**src/asp_pkg.sv**
```systemverilog
// Constants, types and helpers of the ASCII serial command parser.
// Assumes a single 100 MHz clock and a serial line sampled on it.
package asp_pkg;

	// ***************************************************************
	// Timing
	// ***************************************************************
	localparam int CLK_HZ = 100_000_000;
	localparam int CLK_KHZ = CLK_HZ / 1000;
	localparam int BAUD_DEF = 9600;
	localparam int BAUD_DIV_DEF = CLK_HZ / BAUD_DEF;
	localparam int DOL_MIN_MS = 50;
	localparam int DOL_MAX_MS = 100;
	localparam int AST_MIN_MS = 2;
	localparam int AST_MAX_MS = 50;
	localparam int DOL_MIN_CYC = DOL_MIN_MS * CLK_KHZ;
	localparam int DOL_MAX_CYC = DOL_MAX_MS * CLK_KHZ;
	localparam int AST_MIN_CYC = AST_MIN_MS * CLK_KHZ;
	localparam int AST_MAX_CYC = AST_MAX_MS * CLK_KHZ;
	localparam int DIV_W = 16;
	localparam int DLY_W = 24;
	localparam int FRAME_BITS = 10;

	// ***************************************************************
	// Characters, modes and limits
	// ***************************************************************
	localparam logic [7:0] CH_NUL = 8'h00;
	localparam logic [7:0] CH_LF = 8'h0A;
	localparam logic [7:0] CH_CR = 8'h0D;
	localparam logic [7:0] CH_DOL = 8'h24;
	localparam logic [7:0] CH_AST = 8'h2A;
	localparam logic [7:0] CH_MINUS = 8'h2D;
	localparam logic [7:0] CH_ZERO = 8'h30;
	localparam logic [7:0] CH_NINE = 8'h39;
	localparam logic [7:0] CH_A = 8'h41;
	localparam logic [7:0] CH_R = 8'h52;
	localparam logic [7:0] CH_S = 8'h53;
	localparam logic [7:0] CH_W = 8'h57;
	localparam logic [7:0] CH_Z = 8'h5A;
	localparam logic [7:0] CASE_MASK = 8'hDF;
	localparam logic [1:0] PAR_NONE = 2'h0;
	localparam logic [1:0] PAR_ODD = 2'h1;
	localparam logic [1:0] PAR_EVEN = 2'h2;
	localparam logic [11:0] NODE_MAX = 12'h0FF;
	localparam logic [19:0] ADDR_MAX = 20'h0FFFF;
	localparam logic [3:0] DATA_DIGITS = 4'h7;
	localparam logic [3:0] TOP_DIGIT = 4'h9;

	typedef enum logic [3:0] {
		S_IDLE, S_NODE, S_ADDR, S_DATA, S_WAIT, S_ACC, S_CAPT,
		S_SIGN, S_DIV, S_DIG, S_NUL, S_CR, S_LF, S_DONE
	} asp_st_e;

	typedef struct packed {
		asp_st_e state;
		logic rx_busy;
		logic [DIV_W-1:0] rx_cnt;
		logic [3:0] rx_n;
		logic [9:0] rx_sh;
		logic rx_vld;
		logic [7:0] rx_byte;
		logic rx_err;
		logic tx_busy;
		logic [DIV_W-1:0] tx_cnt;
		logic [3:0] tx_n;
		logic [9:0] tx_sh;
		logic txd;
		logic [7:0] node;
		logic wr;
		logic has_addr;
		logic lt;
		logic addr_bad;
		logic [15:0] addr;
		logic neg;
		logic [3:0] ndig;
		logic [31:0] data;
		logic dol;
		logic [DLY_W-1:0] dly;
		logic reg_req;
		logic [31:0] mag;
		logic [3:0] pidx;
		logic [3:0] dig;
		logic started;
		logic first;
	} asp_s;

	function automatic logic [31:0] pow10(input logic [3:0] i);
		case (i)
			4'h0: pow10 = 32'h0000_0001;
			4'h1: pow10 = 32'h0000_000A;
			4'h2: pow10 = 32'h0000_0064;
			4'h3: pow10 = 32'h0000_03E8;
			4'h4: pow10 = 32'h0000_2710;
			4'h5: pow10 = 32'h0001_86A0;
			4'h6: pow10 = 32'h000F_4240;
			4'h7: pow10 = 32'h0098_9680;
			4'h8: pow10 = 32'h05F5_E100;
			default: pow10 = 32'h3B9A_CA00;
		endcase
	endfunction : pow10

endpackage : asp_pkg

```
**src/asp_parser.sv**
```systemverilog
// ASCII command interpreter behind a half-duplex asynchronous serial port.
// Assumes i_rxd is synchronous to i_clk and that the register store
// outside answers a request in the same cycle.
//
// The address map and the strobed register port were decided locally.
`timescale 1ns/1ps

// Function
// - One stop bit, then hunt next start
// - Half duplex: ignore input while replying
// - Each character is ten bit periods, eleven with parity
// - Read reply: value, then CR, LF
// - Write first, then reply CR LF
// - Dollar terminator: reply within 50-100 ms
// - Asterisk terminator: reply within 2-50 ms
// - After last reply character accept commands
// - Command starts with S or s
// - Decimal node address, default zero
// - Node zero addresses every device
// - Only R/W operation, else abandon
// - Address decimal 1-65535 or letter A-R
// - Read without address returns display
// - Non-digit separator, not a terminator; after a letter address a digit is also taken as separator
// - Write data signed, seven digits max
// - Terminator dollar or asterisk only last
// - Invalid register: NUL then CR LF
// - Start bit, eight bits LSB first, parity
// - Parity none, odd or even
module asp_parser
	import asp_pkg::*;
#(
	parameter int BAUD_DIV = BAUD_DIV_DEF,
	parameter int DOL_CYC = DOL_MIN_CYC,
	parameter int AST_CYC = AST_MIN_CYC
)(
	input wire logic i_clk,
	input wire logic i_sys_rst,
	input wire logic i_rxd,
	input wire logic [1:0] i_parity,
	input wire logic [7:0] i_node_addr,
	input wire logic [31:0] i_reg_rdata,
	input wire logic i_reg_ok,
	output logic o_txd,
	output logic o_tx_en,
	output logic o_reg_req,
	output logic o_reg_we,
	output logic [15:0] o_reg_addr,
	output logic [31:0] o_reg_wdata
);

	// ***************************************************************
	// Elaboration checks
	// ***************************************************************
	if (BAUD_DIV < 4 || BAUD_DIV >= (1 << DIV_W))
		$error("BAUD_DIV out of range");
	if (DOL_CYC < 1 || AST_CYC < 1 || DOL_CYC >= (1 << DLY_W)
		|| AST_CYC >= (1 << DLY_W))
		$error("reply delay out of range");

	localparam logic [DIV_W-1:0] DIV_L = DIV_W'(BAUD_DIV - 1);
	localparam logic [DIV_W-1:0] HALF_L = DIV_W'(BAUD_DIV / 2);
	localparam logic [DLY_W-1:0] DOL_L = DLY_W'(DOL_CYC - 1);
	localparam logic [DLY_W-1:0] AST_L = DLY_W'(AST_CYC - 1);
	// Windows follow the chosen minimum delays and keep their max/min
	// ratio, so shortened delays in simulation stay checkable
	localparam logic [DLY_W:0] DOL_LO = (DLY_W+1)'(DOL_CYC);
	localparam logic [DLY_W:0] DOL_HI =
		(DLY_W+1)'(DOL_CYC * DOL_MAX_MS / DOL_MIN_MS);
	localparam logic [DLY_W:0] AST_LO = (DLY_W+1)'(AST_CYC);
	localparam logic [DLY_W:0] AST_HI =
		(DLY_W+1)'(AST_CYC * AST_MAX_MS / AST_MIN_MS);

	asp_s st;
	asp_s n;
	logic tx_load;
	logic [7:0] tx_ch;

	// ***************************************************************
	// Next state
	// ***************************************************************
	always_comb
	begin
		logic [7:0] c;
		logic [7:0] up;
		logic [3:0] d;
		logic is_dig;
		logic is_term;
		logic par_en;
		logic [3:0] nb;
		logic [9:0] sh;
		logic [7:0] rb;
		logic rp;
		logic [11:0] nn;
		logic [19:0] na;
		logic send;
		asp_st_e nx;
		logic [31:0] p;
		c = st.rx_byte;
		up = c & CASE_MASK;
		d = c[3:0];
		is_dig = c >= CH_ZERO && c <= CH_NINE;
		is_term = c == CH_DOL || c == CH_AST;
		par_en = i_parity != PAR_NONE;
		nb = par_en ? 4'hA : 4'h9;
		sh = {i_rxd, st.rx_sh[9:1]};
		rb = par_en ? sh[7:0] : sh[8:1];
		rp = ^{rb, sh[8]} ^ (i_parity == PAR_ODD);
		nn = 12'(st.node) * 12'hA + 12'(d);
		na = 20'(st.addr) * 20'hA + 20'(d);
		send = 1'b0;
		nx = st.state;
		tx_ch = CH_NUL;
		tx_load = 1'b0;
		p = pow10(st.pidx);
		n = st;
		n.rx_vld = 1'b0;
		n.reg_req = 1'b0;

		// Receiver runs only while a command may arrive
		if (!st.rx_busy)
		begin
			if (!i_rxd && !st.tx_busy && st.state <= S_DATA)
			begin
				n.rx_busy = 1'b1;
				n.rx_cnt = HALF_L;
				n.rx_n = nb + 4'h1;
			end
		end
		else if (st.rx_cnt != '0)
			n.rx_cnt = st.rx_cnt - 1'b1;
		else if (st.rx_n == nb + 4'h1)
		begin
			// Mid start bit: a high line here was a glitch
			n.rx_busy = !i_rxd;
			n.rx_cnt = DIV_L;
			n.rx_n = nb;
		end
		else
		begin
			n.rx_sh = sh;
			n.rx_cnt = DIV_L;
			n.rx_n = st.rx_n - 1'b1;
			if (st.rx_n == 4'h1)
			begin
				n.rx_busy = 1'b0;
				n.rx_vld = 1'b1;
				n.rx_byte = rb;
				n.rx_err = !sh[9] || (par_en && rp);
			end
		end

		// Transmitter: start, 8 data, optional parity, one stop
		if (st.tx_busy && st.tx_cnt != '0)
			n.tx_cnt = st.tx_cnt - 1'b1;
		else if (st.tx_busy)
		begin
			n.tx_cnt = DIV_L;
			if (st.tx_n == 4'h0)
				n.tx_busy = 1'b0;
			else
			begin
				n.txd = st.tx_sh[0];
				n.tx_sh = {1'b1, st.tx_sh[9:1]};
				n.tx_n = st.tx_n - 1'b1;
			end
		end

		case (st.state)
			S_IDLE:
				if (st.rx_vld && !st.rx_err && up == CH_S)
				begin
					n.state = S_NODE;
					n.node = '0;
					n.addr = '0;
					n.has_addr = 1'b0;
					n.lt = 1'b0;
					n.addr_bad = 1'b0;
					n.neg = 1'b0;
					n.ndig = '0;
					n.data = '0;
				end
			S_NODE:
				if (st.rx_vld)
				begin
					n.state = S_IDLE;
					if (st.rx_err)
						n.state = S_IDLE;
					else if (is_dig && nn <= NODE_MAX)
					begin
						n.node = nn[7:0];
						n.state = S_NODE;
					end
					else if (up == CH_R || up == CH_W)
					begin
						n.wr = up == CH_W;
						n.state = S_ADDR;
					end
				end
			S_ADDR:
				if (st.rx_vld)
				begin
					n.state = S_IDLE;
					if (st.rx_err)
						n.state = S_IDLE;
					else if (is_dig && !st.lt)
					begin
						n.state = S_ADDR;
						n.has_addr = 1'b1;
						if (na > ADDR_MAX)
							n.addr_bad = 1'b1;
						else
							n.addr = na[15:0];
					end
					else if (up >= CH_A && up <= CH_Z && !st.has_addr)
					begin
						n.state = S_ADDR;
						n.has_addr = 1'b1;
						n.lt = 1'b1;
						n.addr = 16'(up - CH_A) + 16'h1;
						n.addr_bad = up > CH_R;
					end
					else if (is_term && !st.wr)
						nx = S_WAIT;
					else if (!is_term && st.wr && st.has_addr)
						n.state = S_DATA;
				end
			S_DATA:
				if (st.rx_vld)
				begin
					n.state = S_IDLE;
					if (st.rx_err)
						n.state = S_IDLE;
					else if (c == CH_MINUS && st.ndig == '0 && !st.neg)
					begin
						n.neg = 1'b1;
						n.state = S_DATA;
					end
					else if (is_dig && st.ndig != DATA_DIGITS)
					begin
						n.data = 32'(st.data * 32'hA) + 32'(d);
						n.ndig = st.ndig + 1'b1;
						n.state = S_DATA;
					end
					else if (is_term && st.ndig != '0)
						nx = S_WAIT;
				end
			S_WAIT:
				if (st.dly == '0)
					n.state = S_ACC;
				else
					n.dly = st.dly - 1'b1;
			S_ACC:
				if (st.addr_bad || (st.has_addr && st.addr == '0))
					n.state = S_NUL;
				else
				begin
					n.reg_req = 1'b1;
					if (!st.wr)
						n.data = '0;
					n.state = S_CAPT;
				end
			S_CAPT:
				if (!i_reg_ok)
					n.state = S_NUL;
				else if (st.wr)
					n.state = S_CR;
				else
				begin
					n.neg = i_reg_rdata[31];
					n.mag = i_reg_rdata[31] ? 32'(-i_reg_rdata) : i_reg_rdata;
					n.pidx = TOP_DIGIT;
					n.dig = '0;
					n.started = 1'b0;
					n.state = S_SIGN;
				end
			S_SIGN:
				if (st.neg)
				begin
					send = 1'b1;
					tx_ch = CH_MINUS;
					nx = S_DIV;
				end
				else
					n.state = S_DIV;
			S_DIV:
				// One subtraction a cycle keeps the divider small
				if (st.mag >= p)
				begin
					n.mag = st.mag - p;
					n.dig = st.dig + 1'b1;
				end
				else
					n.state = S_DIG;
			S_DIG:
				if (st.dig != '0 || st.started || st.pidx == '0)
				begin
					send = 1'b1;
					tx_ch = CH_ZERO + 8'(st.dig);
					nx = st.pidx == '0 ? S_CR : S_DIV;
				end
				else
				begin
					n.pidx = st.pidx - 1'b1;
					n.state = S_DIV;
				end
			S_NUL:
			begin
				send = 1'b1;
				tx_ch = CH_NUL;
				nx = S_CR;
			end
			S_CR:
			begin
				send = 1'b1;
				tx_ch = CH_CR;
				nx = S_LF;
			end
			S_LF:
			begin
				send = 1'b1;
				tx_ch = CH_LF;
				nx = S_DONE;
			end
			S_DONE:
				if (!st.tx_busy)
					n.state = S_IDLE;
			default:
				n.state = S_IDLE;
		endcase

		// Terminator accepted: act on broadcast or own node only
		if (nx == S_WAIT && st.state != S_WAIT)
		begin
			if (st.node == '0 || st.node == i_node_addr)
			begin
				n.state = S_WAIT;
				n.dol = c == CH_DOL;
				n.dly = c == CH_DOL ? DOL_L : AST_L;
				n.first = 1'b1;
			end
			else
				n.state = S_IDLE;
		end

		if (send && !st.tx_busy)
		begin
			tx_load = 1'b1;
			n.tx_busy = 1'b1;
			n.txd = 1'b0;
			n.tx_sh = {1'b1, par_en ? (^tx_ch ^ (i_parity == PAR_ODD))
				: 1'b1, tx_ch};
			n.tx_n = nb;
			n.tx_cnt = DIV_L;
			n.first = 1'b0;
			n.state = nx;
			if (st.state == S_DIG)
			begin
				n.started = 1'b1;
				n.dig = '0;
				n.pidx = st.pidx == '0 ? st.pidx : st.pidx - 1'b1;
			end
		end
	end

	// ***************************************************************
	// State register
	// ***************************************************************
	always_ff @(posedge i_clk)
	begin
		if (i_sys_rst)
		begin
			st <= '0;
			st.state <= S_IDLE;
			st.txd <= 1'b1;
		end
		else
			st <= n;
	end

	assign o_txd = st.txd;
	assign o_tx_en = st.tx_busy;
	assign o_reg_req = st.reg_req;
	assign o_reg_we = st.wr;
	assign o_reg_addr = st.addr;
	assign o_reg_wdata = st.neg ? 32'(-st.data) : st.data;

	// ***************************************************************
	// Checks
	// ***************************************************************
	// Cycles since the terminator was taken, for the reply window
	logic [DLY_W:0] since_term;
	always_ff @(posedge i_clk)
	begin
		if (i_sys_rst || st.state <= S_DATA)
			since_term <= '0;
		else if (!since_term[DLY_W])
			since_term <= since_term + 1'b1;
	end

	AST_TX_STOP: assert property (@(posedge i_clk) disable iff (i_sys_rst)
		$fell(st.tx_busy) |-> o_txd && $past(o_txd))
		else $error("stop bit not high");
	AST_TX_START: assert property (@(posedge i_clk) disable iff (i_sys_rst)
		tx_load |=> !o_txd && o_tx_en)
		else $error("start bit missing");
	AST_HALF_DUPLEX: assert property (@(posedge i_clk) disable iff (i_sys_rst)
		st.tx_busy |-> !st.rx_busy && !st.rx_vld)
		else $error("receiving while sending");
	AST_CR_LF: assert property (@(posedge i_clk) disable iff (i_sys_rst)
		tx_load && tx_ch == CH_CR |=> st.state == S_LF)
		else $error("CR not followed by LF");
	AST_WRITE_FIRST: assert property (@(posedge i_clk) disable iff (i_sys_rst)
		st.reg_req |-> st.state == S_CAPT && !st.tx_busy)
		else $error("access during reply");
	AST_DOL_WIN: assert property (@(posedge i_clk) disable iff (i_sys_rst)
		tx_load && st.first && st.dol |->
		since_term >= DOL_LO &&
		since_term <= DOL_HI)
		else $error("dollar reply outside window");
	AST_AST_WIN: assert property (@(posedge i_clk) disable iff (i_sys_rst)
		tx_load && st.first && !st.dol |->
		since_term >= AST_LO &&
		since_term <= AST_HI)
		else $error("asterisk reply outside window");
	AST_BACK_IDLE: assert property (@(posedge i_clk) disable iff (i_sys_rst)
		st.state == S_DONE && !st.tx_busy |=> st.state == S_IDLE)
		else $error("no return to idle");
	AST_BAD_OP: assert property (@(posedge i_clk) disable iff (i_sys_rst)
		st.state == S_NODE && st.rx_vld && (st.rx_byte & CASE_MASK) != CH_R
		&& (st.rx_byte & CASE_MASK) != CH_W
		&& !(st.rx_byte >= CH_ZERO && st.rx_byte <= CH_NINE)
		|=> st.state == S_IDLE)
		else $error("bad operation not abandoned");
	AST_FOREIGN: assert property (@(posedge i_clk) disable iff (i_sys_rst)
		st.state <= S_DATA && n.state == S_WAIT |->
		st.node == '0 || st.node == i_node_addr)
		else $error("reply to foreign node");

endmodule : asp_parser

```
**config.mk**
```make
export PLATFORM = sky130hd
export DESIGN_NAME = asp_parser
export DESIGN_NICKNAME = d
export VERILOG_FILES = /design/src/asp_pkg.sv /design/src/asp_parser.sv
export SDC_FILE = /design/constraint.sdc
export NUM_CORES = 1
export LEC_CHECK = 0
export BUFFER_PORTS_ARGS = -buffer_cell sky130_fd_sc_hd__buf_2
export CAP_MARGIN = 20
export CORE_MARGIN = 4
export CORE_UTILIZATION = 35
export CTS_CLUSTER_DIAMETER = 40
export DETAILED_ROUTE_END_ITERATION = 7
export HOLD_SLACK_MARGIN = 0.12
export PLACE_DENSITY = 0.55
export SLEW_MARGIN = 20
export SYNTH_ARGS = -nofsm -noshare
export SYNTH_HDL_FRONTEND = slang
export SYNTH_SLANG_ARGS = --single-unit
```
**constraint.sdc**
```tcl
create_clock -name i_clk -period 6.1 [get_ports i_clk]
set_clock_uncertainty 0.05 [all_clocks]
set_input_delay 0.61 -clock i_clk [delete_from_list [all_inputs] [get_ports i_clk]]
set_output_delay 0.61 -clock i_clk [all_outputs]
set_load 0.005 [all_outputs]
```
==> impl_summary.log <==
[metrics] main area contributors after synthesis: dfxtp_1, ha_1, xnor2_1, nor2_1, nand2_1
[metrics] final critical delay including setup and external delays: 5.06 ns
[metrics] Die W: 237 µm
[metrics] Min-Delay Path Class: input port to flip-flop
[metrics] wire length per cell after detailed routing: 16.7 µm
[metrics] post-route fraction of the period consumed by the critical path: 0.830
[metrics] remaining routing DRC violations: 0
[metrics] total placed instance area: 19,400 µm²
[metrics] top achievable clock speed: 198 MHz
[metrics] category of the critical setup timing path: flip-flop to flip-flop
[metrics] DP Wirelength: 38.5 mm
[metrics] number of antenna-violating nets in the routed design: 0
[metrics] post_cts resized: 0
[metrics] first-pass GRT wire length: 85.9 mm
[metrics] layout cell share with drive strength beyond 1: 0.103
[metrics] number of antenna violations at the first check in global routing: 2
[metrics] final sum of negative setup slack: 0 ns
[metrics] root buffer cell: clkbuf_16
[metrics] CTS sink count: 230
[metrics] GP Congestion: 0.933
[metrics] worst ir drop on vdd: 0.220 mV
[metrics] vias in the first global route: 16,700
[metrics] clock transition time at the flip-flop clock pins of the worst setup and hold paths: 0.05 ns
[metrics] setup repair after global routing missed its margin: false
[metrics] core occupancy in the finished layout: 0.407
[metrics] crit path DAT: 5.45 ns
[metrics] most used standard cells in the synthesized netlist: nor2_1, dfxtp_1, nand2_1
[metrics] Yosys warning total: 0
[metrics] router iterations before antenna repair: 5
[metrics] Worst-Margin Slew: 0.954 ns
[metrics] result of the run: finished clean
[metrics] number of DRC markers after the initial detailed-route iteration: 1,114
[metrics] net count after synthesis: 2,572
[metrics] hold-fix buffer count after cts: 0
[metrics] number of cells produced by synthesis: 2,359
[metrics] Leakage: 8.78 nW
[metrics] clock tree buffer depth: 3
[metrics] clock latency on the worst-skew pair: 0.57 ns
[metrics] Power, Total: 6.46 mW
[metrics] share of the yosys chip area belonging to registers: 0.250
[metrics] Via Count: 17,300
[metrics] top-count cell post-synth: nor2_1
[metrics] die span in y: 237 µm
[metrics] Final Net Count: 2,620
[metrics] required time of the critical path: 6.49 ns
[metrics] post-route non-filler standard cell count: 3,125
[metrics] CTS H-Tree Depth: 2
[metrics] routed vias/inst: 5.54
[metrics] setup violation total in the final timing report: 0
[metrics] number of buffers created by CTS: 48
[metrics] TritonCTS clock tree: built
[metrics] synthesis-to-layout area growth: 14.3%
[metrics] Placed Instances: 3,037
[metrics] count of pins on the block boundary: 98
[metrics] asr flop ratio synth: 0
[metrics] capturing element type of the critical path: flip-flop
[metrics] global routing usage summed across all routing layers: 0.179
[metrics] Rel. slew slack: 0.363
[metrics] cell taking the most area after synthesis: dfxtp_1
[metrics] number of rows created at floorplan: 83
[metrics] synth unique cells: 96
[metrics] combined area of all synthesized cells: 18,400 µm²
[metrics] area share of the largest cell type after synthesis: 0.250
[metrics] number of hold-slack violations in the final timing report: 0
[metrics] Pwr Density: 307 nW/µm²
[metrics] worst-path fanout max: 12
[metrics] count of pins over their slew limit: 0
[metrics] Post-synth top flop: dfxtp_1
[metrics] total of flip-flops plus latches after synthesis: 230
[metrics] Setup crit start kind: flip-flop
[metrics] die area: 56,300 µm²
[metrics] Initial Util: 0.356
[metrics] Finished Cell Area: 21,000 µm²
[metrics] grt total ovfl: 0
[metrics] Post-CTS Setup Repair Bufs: 0
[metrics] largest net degree at the start of global routing: 73
[metrics] max-cap violation count: 0
[metrics] Core ar.: 51,700 µm²
[metrics] Post-Route WL: 52.1 mm
[metrics] input/output buffers: 97
[metrics] EDFF count, synth: 0
[metrics] Mapped Avg Cell Area: 7.80 µm²
final timing paths:
check,from,slack [ns],end,cells after the start
worst max register to register,o_reg_addr[1],1.04,o_reg_addr[10],13
worst max-delay path,o_reg_addr[1],1.04,o_reg_addr[10],13
worst min-delay path,i_sys_rst,0.36,st[185],2
worst min register to register,st[143],0.41,st[143],2
per-layer routing:
metal	track usage	vias up	part of all wire
li1	-	8694	-
met1	0.248	8128	0.49
met2	0.287	387	0.44
met3	0.0299	90	0.048
met4	0.0541	2	0.025
met5	0	-	0.00025
logic make-up after synthesis:
kind of cell / count (synthesis) / synth area share
AO/OA/AOI/OAI: 623 / 0.227
XOR/XNOR: 213 / 0.101
adder cells (fa/ha/maj): 167 / 0.116
buffers and inverters: 218 / 0.0486
flip-flops: 230 / 0.250
multiplexers: 35 / 0.0207
AND/OR/NAND/NOR: 873 / 0.236
cell type report:
class                           count  area (µm²)
Fill cell                        5292       30700
Clock inverter                     30         362
Inverter                          105         394
Timing Repair Buffer              111         593
Tap cell                          680         851
Antenna cell                        1        2.50
Clock buffer                       57        1320
Sequential cell                   230        4600
Multi-Input combinational cell   1911       12900
stage by stage:
step                      hold slack, ns  worst slack (ns)
after floorplan                    0.376              1.95
after global placement             0.392              1.24
after CTS                          0.332              1.01
after detailed placement           0.402              1.04
final                              0.365              1.04
after global routing               0.359             0.568
sequential cells by signal (all words and copies together) (netlist names), named ones only:
register,flops
o_reg_addr,16
o_reg_req,1
o_reg_we,1
o_tx_en,1
o_txd,1
st,187
where the power goes:
| group | total [mW] | internal (mW) | leakage [nW] | switching (mW) |
|---|---|---|---|---|
| Clock | 2.68 | 1.80 | 0.803 | 0.887 |
| Combinational | 1.98 | 0.758 | 6.12 | 1.22 |
| Sequential | 1.79 | 1.63 | 1.86 | 0.163 |
| Total | 6.46 | 4.19 | 8.78 | 2.27 |
cells in the final DEF, fill, tap and decap left out, types with 34 or more instances in the layout:
master / count
clkbuf_16: 50
ha_1: 160
a21o_1: 38
nor4_1: 36
a21oi_1: 160
xor2_1: 54
nor3_1: 87
o21ai_0: 127
nand3_1: 52
dfxtp_1: 230
xnor2_1: 159
inv_1: 105
nor2_1: 248
buf_2: 96
a22oi_1: 34
nand2_1: 216
a211oi_1: 35
worst max-delay path: stages (launching register included):
cell       delay (ns)
dfxtp_1          0.44
ha_1             0.28
ha_1             0.22
inv_1            0.08
fa_1             0.46
nor4b_1          0.47
nor2b_1          0.29
o2111ai_1        0.22
nor4b_2          0.34
or4b_1           0.50
nor3b_2          0.29
o31ai_2          0.18
nor2_2           0.70
mux2_2           0.41
(Power assumes the default switching activity.)
